===== src/mode_regs_pkg.sv =====
// Purpose: Shared constants for the mode-register bank, addresses 07H to 0CH
// Assumes: 6-bit mode-register address, 8-bit operand
// Notes:   Field positions, codes and reset values used by the top module, controller model and bench
package mode_regs_pkg;

  // ---------------------------------------------------------------
  // Register addresses
  // ---------------------------------------------------------------
  localparam logic [5:0] ADDR_REVISION    = 6'h07;
  localparam logic [5:0] ADDR_CONFIG      = 6'h08;
  localparam logic [5:0] ADDR_VENDOR_TEST = 6'h09;
  localparam logic [5:0] ADDR_CAL_RESET   = 6'h0a;
  localparam logic [5:0] ADDR_TERMINATION = 6'h0b;
  localparam logic [5:0] ADDR_CMD_REF     = 6'h0c;

  // ---------------------------------------------------------------
  // Field positions and widths
  // ---------------------------------------------------------------
  localparam int TYPE_LSB      = 0;
  localparam int DENSITY_LSB   = 2;
  localparam int WIDTH_LSB     = 6;
  localparam int CAL_RESET_BIT = 0;
  localparam int DQ_TERM_LSB   = 0;
  localparam int CA_TERM_LSB   = 4;
  localparam int TERM_W        = 3;
  localparam int LEVEL_LSB     = 0;
  localparam int LEVEL_W       = 6;
  localparam int RANGE_BIT     = 6;
  localparam int TRAIN_BIT     = 7;

  // ---------------------------------------------------------------
  // Codes
  // ---------------------------------------------------------------
  localparam logic [1:0] TYPE_S16       = 2'h0;
  localparam logic [1:0] TYPE_LOW_VDDQ  = 2'h1;
  localparam logic [3:0] DENSITY_16GB   = 4'h4;
  localparam logic [3:0] DENSITY_MAXDUAL = 4'h6;
  localparam logic [3:0] DENSITY_2GB    = 4'hc;
  localparam logic [1:0] WIDTH_X16      = 2'h0;
  localparam logic [1:0] WIDTH_X8       = 2'h1;
  localparam logic [2:0] TERM_RESERVED  = 3'h7;
  localparam logic [5:0] LEVEL_MAX      = 6'h32;
  // Arbitrary revision value, not tied to any real die
  localparam logic [7:0] REVISION_DEFAULT = 8'h5a;

  // ---------------------------------------------------------------
  // Reset values
  // ---------------------------------------------------------------
  localparam logic [2:0] TERM_RESET  = 3'h0;
  localparam logic [5:0] LEVEL_RESET = 6'h00;
  localparam logic       RANGE_RESET = 1'b1;
  localparam logic       TRAIN_RESET = 1'b0;
  localparam logic [7:0] READ_ZERO   = 8'h00;

endpackage


===== src/set_point_pair.sv =====
// Purpose: One field held as two copies, one per frequency set point
// Assumes: Write and operating selects come from logic on the same clock
// Notes:   Write view follows the write select, active view the operating one
module set_point_pair #(
  parameter int             W     = 3,
  parameter logic [W-1:0]   RESET = '0
) (
  // Clock and reset
  input  wire logic         clk,
  input  wire logic         reset,
  // Update
  input  wire logic         wr_en,
  input  wire logic         wr_sel,
  input  wire logic [W-1:0] wr_data,
  // Views
  input  wire logic         op_sel,
  output logic      [W-1:0] wr_view,
  output logic      [W-1:0] op_view
);

  typedef struct packed {
    logic [W-1:0] copy1;
    logic [W-1:0] copy0;
  } pair_t;

  pair_t s_reg;
  pair_t s_next;

  always_comb begin
    s_next = s_reg;
    if (wr_en && wr_sel) begin
      s_next.copy1 = wr_data;
    end
    if (wr_en && !wr_sel) begin
      s_next.copy0 = wr_data;
    end
  end

  always_ff @(posedge clk) begin
    if (reset) begin
      s_reg <= '{copy1: RESET, copy0: RESET};
    end else begin
      s_reg <= s_next;
    end
  end

  assign wr_view = wr_sel ? s_reg.copy1 : s_reg.copy0;
  assign op_view = op_sel ? s_reg.copy1 : s_reg.copy0;

endmodule


===== src/calibration_ctrl.sv =====
// Purpose: Output calibration state: default versus calibrated
// Assumes: resistor_present is already synchronised
// Notes:   Reset request wins over a calibration command in the same cycle
module calibration_ctrl (
  // Clock and reset
  input  wire logic clk,
  input  wire logic reset,
  // Requests
  input  wire logic resistor_present,
  input  wire logic cal_cmd,
  input  wire logic cal_reset_req,
  // State
  output logic      default_cal,
  output logic      cal_start
);

  typedef struct packed {
    logic default_cal;
    logic cal_start;
  } cal_t;

  cal_t s_reg;
  cal_t s_next;

  always_comb begin
    s_next = s_reg;
    s_next.cal_start = resistor_present && cal_cmd && !cal_reset_req;
    if (!resistor_present || cal_reset_req) begin
      s_next.default_cal = 1'b1;
    end else if (cal_cmd) begin
      s_next.default_cal = 1'b0;
    end
  end

  always_ff @(posedge clk) begin
    if (reset) begin
      s_reg <= '{default_cal: 1'b1, cal_start: 1'b0};
    end else begin
      s_reg <= s_next;
    end
  end

  assign default_cal = s_reg.default_cal;
  assign cal_start   = s_reg.cal_start;

endmodule


===== src/dram_mode_regs_7_to_12.sv =====
// Purpose: Mode registers 07H to 0CH of a low-power DRAM die
// Assumes: Mode-register commands arrive decoded on the DRAM clock
// Notes:   Set-point selects come from the set_point_control register
//
// Overview of operation
// [RULE1] 07H reads fixed second revision code
// [RULE2] 08H reads type, density and width
// [RULE3] Type field: 00 prefetch, 01 low-supply
// [RULE4] Density field encodes die capacity
// [RULE5] Width field: 00 x16, 01 x8
// [RULE6] Controller writes only 00H to 09H
// [RULE7] 0AH bit0 one triggers calibration reset
// [RULE8] Grounded pin: default calibration, commands ignored
// [RULE9] 0BH low bits pick data termination
// [RULE10] 0BH bits 6:4 pick command termination
// [RULE11] Writes update only the write-selected copy
// [RULE12] 0CH read returns the write-selected copy
// [RULE13] Device runs on operating-selected copy only
// [RULE14] 0CH low six bits set reference level
// [RULE15] 0CH bit6 picks range, default one
// [RULE16] Range held until overwritten or reset
// [RULE17] 0CH read drives eight bits, rest zero
// [RULE18] 0CH bit7 picks training mode, x8 only
// [RULE19] Write select is set_point_control bit6
// [RULE20] Operating select is set_point_control bit7
// [RULE21] Writes to read-only registers are ignored
module dram_mode_regs_7_to_12 #(
  parameter logic [7:0] REVISION_ID = mode_regs_pkg::REVISION_DEFAULT,
  parameter logic [1:0] DIE_TYPE    = mode_regs_pkg::TYPE_LOW_VDDQ,
  parameter logic [3:0] DENSITY     = mode_regs_pkg::DENSITY_16GB,
  parameter logic [1:0] IO_WIDTH    = mode_regs_pkg::WIDTH_X8
) (
  // Clock and reset
  input  wire logic       clk,
  input  wire logic       reset,
  // Mode-register commands
  input  wire logic       mrw_valid,
  input  wire logic       mrr_valid,
  input  wire logic [5:0] mr_addr,
  input  wire logic [7:0] mr_wdata,
  // Set-point selects
  input  wire logic       write_set_point_select,
  input  wire logic       operating_set_point_select,
  // Calibration
  input  wire logic       zq_resistor_pin,
  input  wire logic       cal_cmd,
  // Read answer
  output logic            mrr_rdata_valid,
  output logic      [7:0] mrr_rdata,
  // Active settings
  output logic      [2:0] data_bus_termination,
  output logic      [2:0] command_bus_termination,
  output logic      [5:0] command_reference_level,
  output logic            command_reference_range,
  output logic            command_training_mode,
  // Calibration and vendor-test state
  output logic            calibration_reset,
  output logic            calibration_start,
  output logic            default_calibration,
  output logic            vendor_test_engaged
);

  // ---------------------------------------------------------------
  // State
  // ---------------------------------------------------------------
  typedef struct packed {
    logic       zq_meta;
    logic       zq_sync;
    logic       train_mode;
    logic       rd_valid;
    logic [7:0] rd_data;
    logic [2:0] dq_term;
    logic [2:0] ca_term;
    logic [5:0] level;
    logic       range;
    logic       train_out;
    logic       cal_reset;
    logic       test_engaged;
  } state_t;

  state_t s_reg;
  state_t s_next;

  logic       wr_term, wr_ref;
  logic       dq_ok, ca_ok, level_ok;
  logic [2:0] dq_op_view, ca_op_view;
  logic [5:0] level_wr_view, level_op_view;
  logic       range_wr_view, range_op_view;
  logic       cal_default, cal_start;
  logic [7:0] config_word;

  // ---------------------------------------------------------------
  // Write decode
  // ---------------------------------------------------------------
  assign wr_term = mrw_valid && (mr_addr == mode_regs_pkg::ADDR_TERMINATION);
  assign wr_ref  = mrw_valid && (mr_addr == mode_regs_pkg::ADDR_CMD_REF);

  // [RULE9] reserved data code refused
  assign dq_ok = mr_wdata[mode_regs_pkg::DQ_TERM_LSB +: mode_regs_pkg::TERM_W]
                 != mode_regs_pkg::TERM_RESERVED;
  // [RULE10] reserved command code refused
  assign ca_ok = mr_wdata[mode_regs_pkg::CA_TERM_LSB +: mode_regs_pkg::TERM_W]
                 != mode_regs_pkg::TERM_RESERVED;
  // [RULE14] reserved levels refused
  assign level_ok =
    mr_wdata[mode_regs_pkg::LEVEL_LSB +: mode_regs_pkg::LEVEL_W]
    <= mode_regs_pkg::LEVEL_MAX;

  // [RULE2] configuration word
  assign config_word = {IO_WIDTH, DENSITY, DIE_TYPE};

  // ---------------------------------------------------------------
  // Set-point copies
  // ---------------------------------------------------------------
  // [RULE11] [RULE19] [RULE20] two copies per field
  set_point_pair #(
    .W     (mode_regs_pkg::TERM_W),
    .RESET (mode_regs_pkg::TERM_RESET)
  ) u_dq_term (
    .clk     (clk),
    .reset   (reset),
    .wr_en   (wr_term && dq_ok),
    .wr_sel  (write_set_point_select),
    .wr_data (mr_wdata[mode_regs_pkg::DQ_TERM_LSB +: mode_regs_pkg::TERM_W]),
    .op_sel  (operating_set_point_select),
    .wr_view (),
    .op_view (dq_op_view)
  );

  set_point_pair #(
    .W     (mode_regs_pkg::TERM_W),
    .RESET (mode_regs_pkg::TERM_RESET)
  ) u_ca_term (
    .clk     (clk),
    .reset   (reset),
    .wr_en   (wr_term && ca_ok),
    .wr_sel  (write_set_point_select),
    .wr_data (mr_wdata[mode_regs_pkg::CA_TERM_LSB +: mode_regs_pkg::TERM_W]),
    .op_sel  (operating_set_point_select),
    .wr_view (),
    .op_view (ca_op_view)
  );

  set_point_pair #(
    .W     (mode_regs_pkg::LEVEL_W),
    .RESET (mode_regs_pkg::LEVEL_RESET)
  ) u_level (
    .clk     (clk),
    .reset   (reset),
    .wr_en   (wr_ref && level_ok),
    .wr_sel  (write_set_point_select),
    .wr_data (mr_wdata[mode_regs_pkg::LEVEL_LSB +: mode_regs_pkg::LEVEL_W]),
    .op_sel  (operating_set_point_select),
    .wr_view (level_wr_view),
    .op_view (level_op_view)
  );

  // [RULE15] [RULE16] range default one, kept
  set_point_pair #(
    .W     (1),
    .RESET (mode_regs_pkg::RANGE_RESET)
  ) u_range (
    .clk     (clk),
    .reset   (reset),
    .wr_en   (wr_ref),
    .wr_sel  (write_set_point_select),
    .wr_data (mr_wdata[mode_regs_pkg::RANGE_BIT]),
    .op_sel  (operating_set_point_select),
    .wr_view (range_wr_view),
    .op_view (range_op_view)
  );

  // ---------------------------------------------------------------
  // Calibration
  // ---------------------------------------------------------------
  // [RULE8] pin strap decides support
  calibration_ctrl u_cal (
    .clk              (clk),
    .reset            (reset),
    .resistor_present (s_reg.zq_sync),
    .cal_cmd          (cal_cmd),
    .cal_reset_req    (s_reg.cal_reset),
    .default_cal      (cal_default),
    .cal_start        (cal_start)
  );

  // ---------------------------------------------------------------
  // Next state
  // ---------------------------------------------------------------
  always_comb begin
    s_next = s_reg;
    s_next.zq_meta = zq_resistor_pin;
    s_next.zq_sync = s_reg.zq_meta;

    // [RULE7] self-clearing reset trigger
    s_next.cal_reset = mrw_valid
                       && (mr_addr == mode_regs_pkg::ADDR_CAL_RESET)
                       && mr_wdata[mode_regs_pkg::CAL_RESET_BIT];

    // [RULE6] flag values other than zero
    if (mrw_valid && (mr_addr == mode_regs_pkg::ADDR_VENDOR_TEST)) begin
      s_next.test_engaged = (mr_wdata != mode_regs_pkg::READ_ZERO);
    end

    // [RULE18] single-copy training mode
    if (wr_ref) begin
      s_next.train_mode = mr_wdata[mode_regs_pkg::TRAIN_BIT];
    end

    // [RULE13] operating copy drives outputs
    s_next.dq_term   = dq_op_view;
    s_next.ca_term   = ca_op_view;
    s_next.level     = level_op_view;
    s_next.range     = range_op_view;
    s_next.train_out = s_reg.train_mode
                       && (IO_WIDTH == mode_regs_pkg::WIDTH_X8);

    // [RULE17] read answer, reserved zero
    s_next.rd_valid = mrr_valid
                      && (mr_addr >= mode_regs_pkg::ADDR_REVISION)
                      && (mr_addr <= mode_regs_pkg::ADDR_CMD_REF);
    s_next.rd_data  = mode_regs_pkg::READ_ZERO;
    if (mrr_valid) begin
      case (mr_addr)
        // [RULE1] revision code
        mode_regs_pkg::ADDR_REVISION: s_next.rd_data = REVISION_ID;
        // [RULE3] [RULE4] [RULE5] configuration fields
        mode_regs_pkg::ADDR_CONFIG: s_next.rd_data = config_word;
        // [RULE12] write-selected copy read
        mode_regs_pkg::ADDR_CMD_REF: begin
          s_next.rd_data = {s_reg.train_mode, range_wr_view, level_wr_view};
        end
        default: s_next.rd_data = mode_regs_pkg::READ_ZERO;
      endcase
    end
    // [RULE21] no path writes 07H or 08H
  end

  always_ff @(posedge clk) begin
    if (reset) begin
      s_reg <= '{
        zq_meta: 1'b0, zq_sync: 1'b0,
        train_mode: mode_regs_pkg::TRAIN_RESET,
        rd_valid: 1'b0, rd_data: mode_regs_pkg::READ_ZERO,
        dq_term: mode_regs_pkg::TERM_RESET, ca_term: mode_regs_pkg::TERM_RESET,
        level: mode_regs_pkg::LEVEL_RESET, range: mode_regs_pkg::RANGE_RESET,
        train_out: 1'b0, cal_reset: 1'b0, test_engaged: 1'b0
      };
    end else begin
      s_reg <= s_next;
    end
  end

  // ---------------------------------------------------------------
  // Outputs
  // ---------------------------------------------------------------
  assign mrr_rdata_valid         = s_reg.rd_valid;
  assign mrr_rdata               = s_reg.rd_data;
  assign data_bus_termination    = s_reg.dq_term;
  assign command_bus_termination = s_reg.ca_term;
  assign command_reference_level = s_reg.level;
  assign command_reference_range = s_reg.range;
  assign command_training_mode   = s_reg.train_out;
  assign calibration_reset       = s_reg.cal_reset;
  assign calibration_start       = cal_start;
  assign default_calibration     = cal_default;
  assign vendor_test_engaged     = s_reg.test_engaged;
endmodule


===== config.mk =====
export PLATFORM = sky130hd
export DESIGN_NAME = dram_mode_regs_7_to_12
export DESIGN_NICKNAME = d
export VERILOG_FILES = /design/src/mode_regs_pkg.sv /design/src/set_point_pair.sv /design/src/calibration_ctrl.sv /design/src/dram_mode_regs_7_to_12.sv
export SDC_FILE = /design/constraint.sdc
export NUM_CORES = 1
export LEC_CHECK = 0
export ABC_CLOCK_PERIOD_IN_PS = 1900
export BUFFER_PORTS_ARGS = -buffer_cell sky130_fd_sc_hd__buf_4
export CAP_MARGIN = 40
export CORE_UTILIZATION = 45
export DETAILED_ROUTE_END_ITERATION = 8
export PLACE_DENSITY = 0.68
export SLEW_MARGIN = 40
export SYNTH_ARGS = -nofsm -noshare
export SYNTH_HDL_FRONTEND = slang
export SYNTH_SLANG_ARGS = --single-unit
export TNS_END_PERCENT = 10

===== constraint.sdc =====
create_clock -name clk -period 1.9 [get_ports clk]
set_clock_uncertainty 0.05 [all_clocks]
set_input_delay 0.095 -clock clk [delete_from_list [all_inputs] [get_ports clk]]
set_output_delay 0.095 -clock clk [all_outputs]
set_load 0.01 [all_outputs]

==> impl_metrics.env <==
export IMPL_ios=49
export IMPL_crit_path_max_fanout=9
export IMPL_clock_latency_ns=0.31
export IMPL_outcome="complete, no violations"
export IMPL_drive_gt1_frac=0.262
export IMPL_max_freq_mhz=605
export IMPL_htreeDepth=2
export IMPL_initial_core_util=0.468
export IMPL_cts_sinks=56
export IMPL_clockBufferDepth=2
export IMPL_synth_area_um2=2230
export IMPL_hpwl_mm=3.35
export IMPL_grt_pass1_vias=1601
export IMPL_final_common_cell="dfxtp_1"
export IMPL_largest_reg_flops=12
export IMPL_placed_cells=323
export IMPL_die_area_um2=5230
export IMPL_cp_required_ns=2.11
export IMPL_drtPass1Iterations=4
export IMPL_min_period_over_period=0.870
export IMPL_cts_root_buf="clkbuf_8"
export IMPL_worstReg2RegStart="u_level.s_reg[9]"
export IMPL_hp_class="in -> reg"
export IMPL_synth_edf_count=0
export IMPL_stdcell_count=334
export IMPL_io_buffers=48
export IMPL_rows=25
export IMPL_powerDensity_nw_per_um2=767
export IMPL_drt_iter0_drc=93
export IMPL_slew_headroom=0.623
export IMPL_die_y_um=72.3
export IMPL_placed_area_um2=2640
export IMPL_cts_resized=0
export IMPL_p_total_mw=2.14
export IMPL_routed_via_density=5.16
export IMPL_synthesis_nets=239
export IMPL_arrival_ns=1.86
export IMPL_core_area_um2=4750
export IMPL_routed_wl_mm=4.73
export IMPL_final_util=0.587
export IMPL_r2r_end="mrr_rdata[3]"
export IMPL_synth_ff_type="dfxtp_1"
export IMPL_grt_pass1_wl_mm=7.70
export IMPL_final_cell_mix="dfxtp_1, buf_4, mux2i_1"
export IMPL_async_flop_share=0
export IMPL_startpoint_type="input pin"
export IMPL_worst_setup_path_end_kind="flop"
export IMPL_reg2reg_depth=3
export IMPL_synth_seq_cells=56
export IMPL_synth_avg_cell_area_um2=10.3
export IMPL_die_w_um=72.3
export IMPL_cts_setup_buffers=0
export IMPL_tns_ns=0
export IMPL_antenna_found_initial=0
export IMPL_netlist_instances=217
export IMPL_post_drt_wl_per_cell_um=14.2
export IMPL_vias=1724
export IMPL_ir_worst_vdd_mv=0.424
export IMPL_fin_area_um2=2790
export IMPL_drtAntennaViolNets=0
export IMPL_min_delay_start="mr_wdata[3]"
export IMPL_overflow=0
export IMPL_gp_congestion=0.791
export IMPL_synth_cell_type_count=38
export IMPL_period_needed_ns=1.65
export IMPL_cts_tree="built"
export IMPL_path_clk_slew_ns=0.10
export IMPL_final_hold_viol_count=0
export IMPL_worstMarginPinSlew_ns=0.558
export IMPL_yosys_warnings=0
export IMPL_worstHoldPathCells=3
export IMPL_rrSetupSlack_ns=0.99
export IMPL_drc=0
export IMPL_setup_viol=0
export IMPL_min_to="u_level.s_reg[9]"
export IMPL_slew_violations=0
export IMPL_leakagePower_nw=1.22
export IMPL_seq_area_frac_synth=0.504
export IMPL_grt_max_degree=24
export IMPL_diodes=0
export IMPL_fillers=449
export IMPL_nets=288
export IMPL_path_class="in -> reg"
export IMPL_rsz0062_at_grt="no"
export IMPL_cap_viol_max_count=0
export IMPL_grt_usage=0.193
export IMPL_numCtsBuffers=5
export IMPL_area_growth_pct=25.3
cell usage after synthesis, drive strengths merged, types with 4 or more instances:
master,number,area [um2]
nand2,32,120
o221a,4,45.0
mux2i,38,380
a211o,4,35.0
inv,4,15.0
nor2b,4,25.0
a21oi,5,25.0
o21ai,4,20.0
nand3,4,20.0
dfxtp,56,1120
clkbuf,7,26.3
nor2,16,60.1
cells by family after synthesis:
kind of cell,synth area share
muxes,0.186
buffers and inverters,0.0247
DFF,0.504
and+or+nand+nor,0.210
AOI/OAI and AO/OA,0.0753
report_power, final:
part           internal, mW  switching, mW  total [mW]
registers              1.18        0.00186        1.18
clock network         0.431          0.376       0.807
logic                0.0659         0.0852       0.151
total                  1.68          0.463        2.14
what timing repair did:
action | 4_1_cts | 5_1_grt
hold buffers | 3 | 0
setup endpoints to repair | 0 | 0
endpoints found under the hold margin | 4 | 0
how the worst max path moves through the flow:
| stage | from | endpoint | slack [ns] | cells after the start |
|---|---|---|---|---|
| 2_1_floorplan | write_set_point_select | u_range.s_reg[0] | 0.57 | 3 |
| 5_1_grt | mr_addr[2] | u_level.s_reg[2] | 0.12 | 5 |
| 3_3_place_gp | write_set_point_select | u_level.s_reg[5] | 0.34 | 4 |
| 6_report | mr_addr[2] | u_level.s_reg[10] | 0.25 | 5 |
| 4_1_cts | mr_addr[2] | u_level.s_reg[10] | 0.25 | 5 |
| 3_5_place_dp | write_set_point_select | u_range.s_reg[0] | 0.33 | 4 |
metal layers:
metal  share of wire  GRT usage  wire, um  up-vias
li1                -          -         -      864
met1            0.48      0.251      2260      818
met2            0.47      0.319      2230       38
met3           0.041     0.0486       194        4
met4          0.0093     0.0523        44        0
met5               0          0         0        -
through the flow:
stage | hold slack (ns) | setup slack (ns)
after floorplan | 0.126 | 0.568
after global placement | 0.241 | 0.339
after detailed placement | 0.245 | 0.332
after CTS | 0.0276 | 0.252
after global routing | 0.0323 | 0.121
final | 0.0330 | 0.247
worst max-delay path, stage by stage:
cell           delay [ns]
dlygate4sd3_1        0.53
buf_4                0.15
nand4bb_1            0.33
a2111oi_2            0.51
o221a_2              0.25
layout make-up:
type | instances | area (um2) | area share
multi-input combinational | 147 | 1050 | 0.376
inverter | 4 | 15.0 | 0.00538
clock buffer | 6 | 82.6 | 0.0296
timing repair buffer | 52 | 398 | 0.143
tap | 67 | 83.8 | 0.0301
sequential | 56 | 1120 | 0.402
clock inverter | 2 | 38.8 | 0.0139
Note: power is estimated with default switching activity, not from simulation.
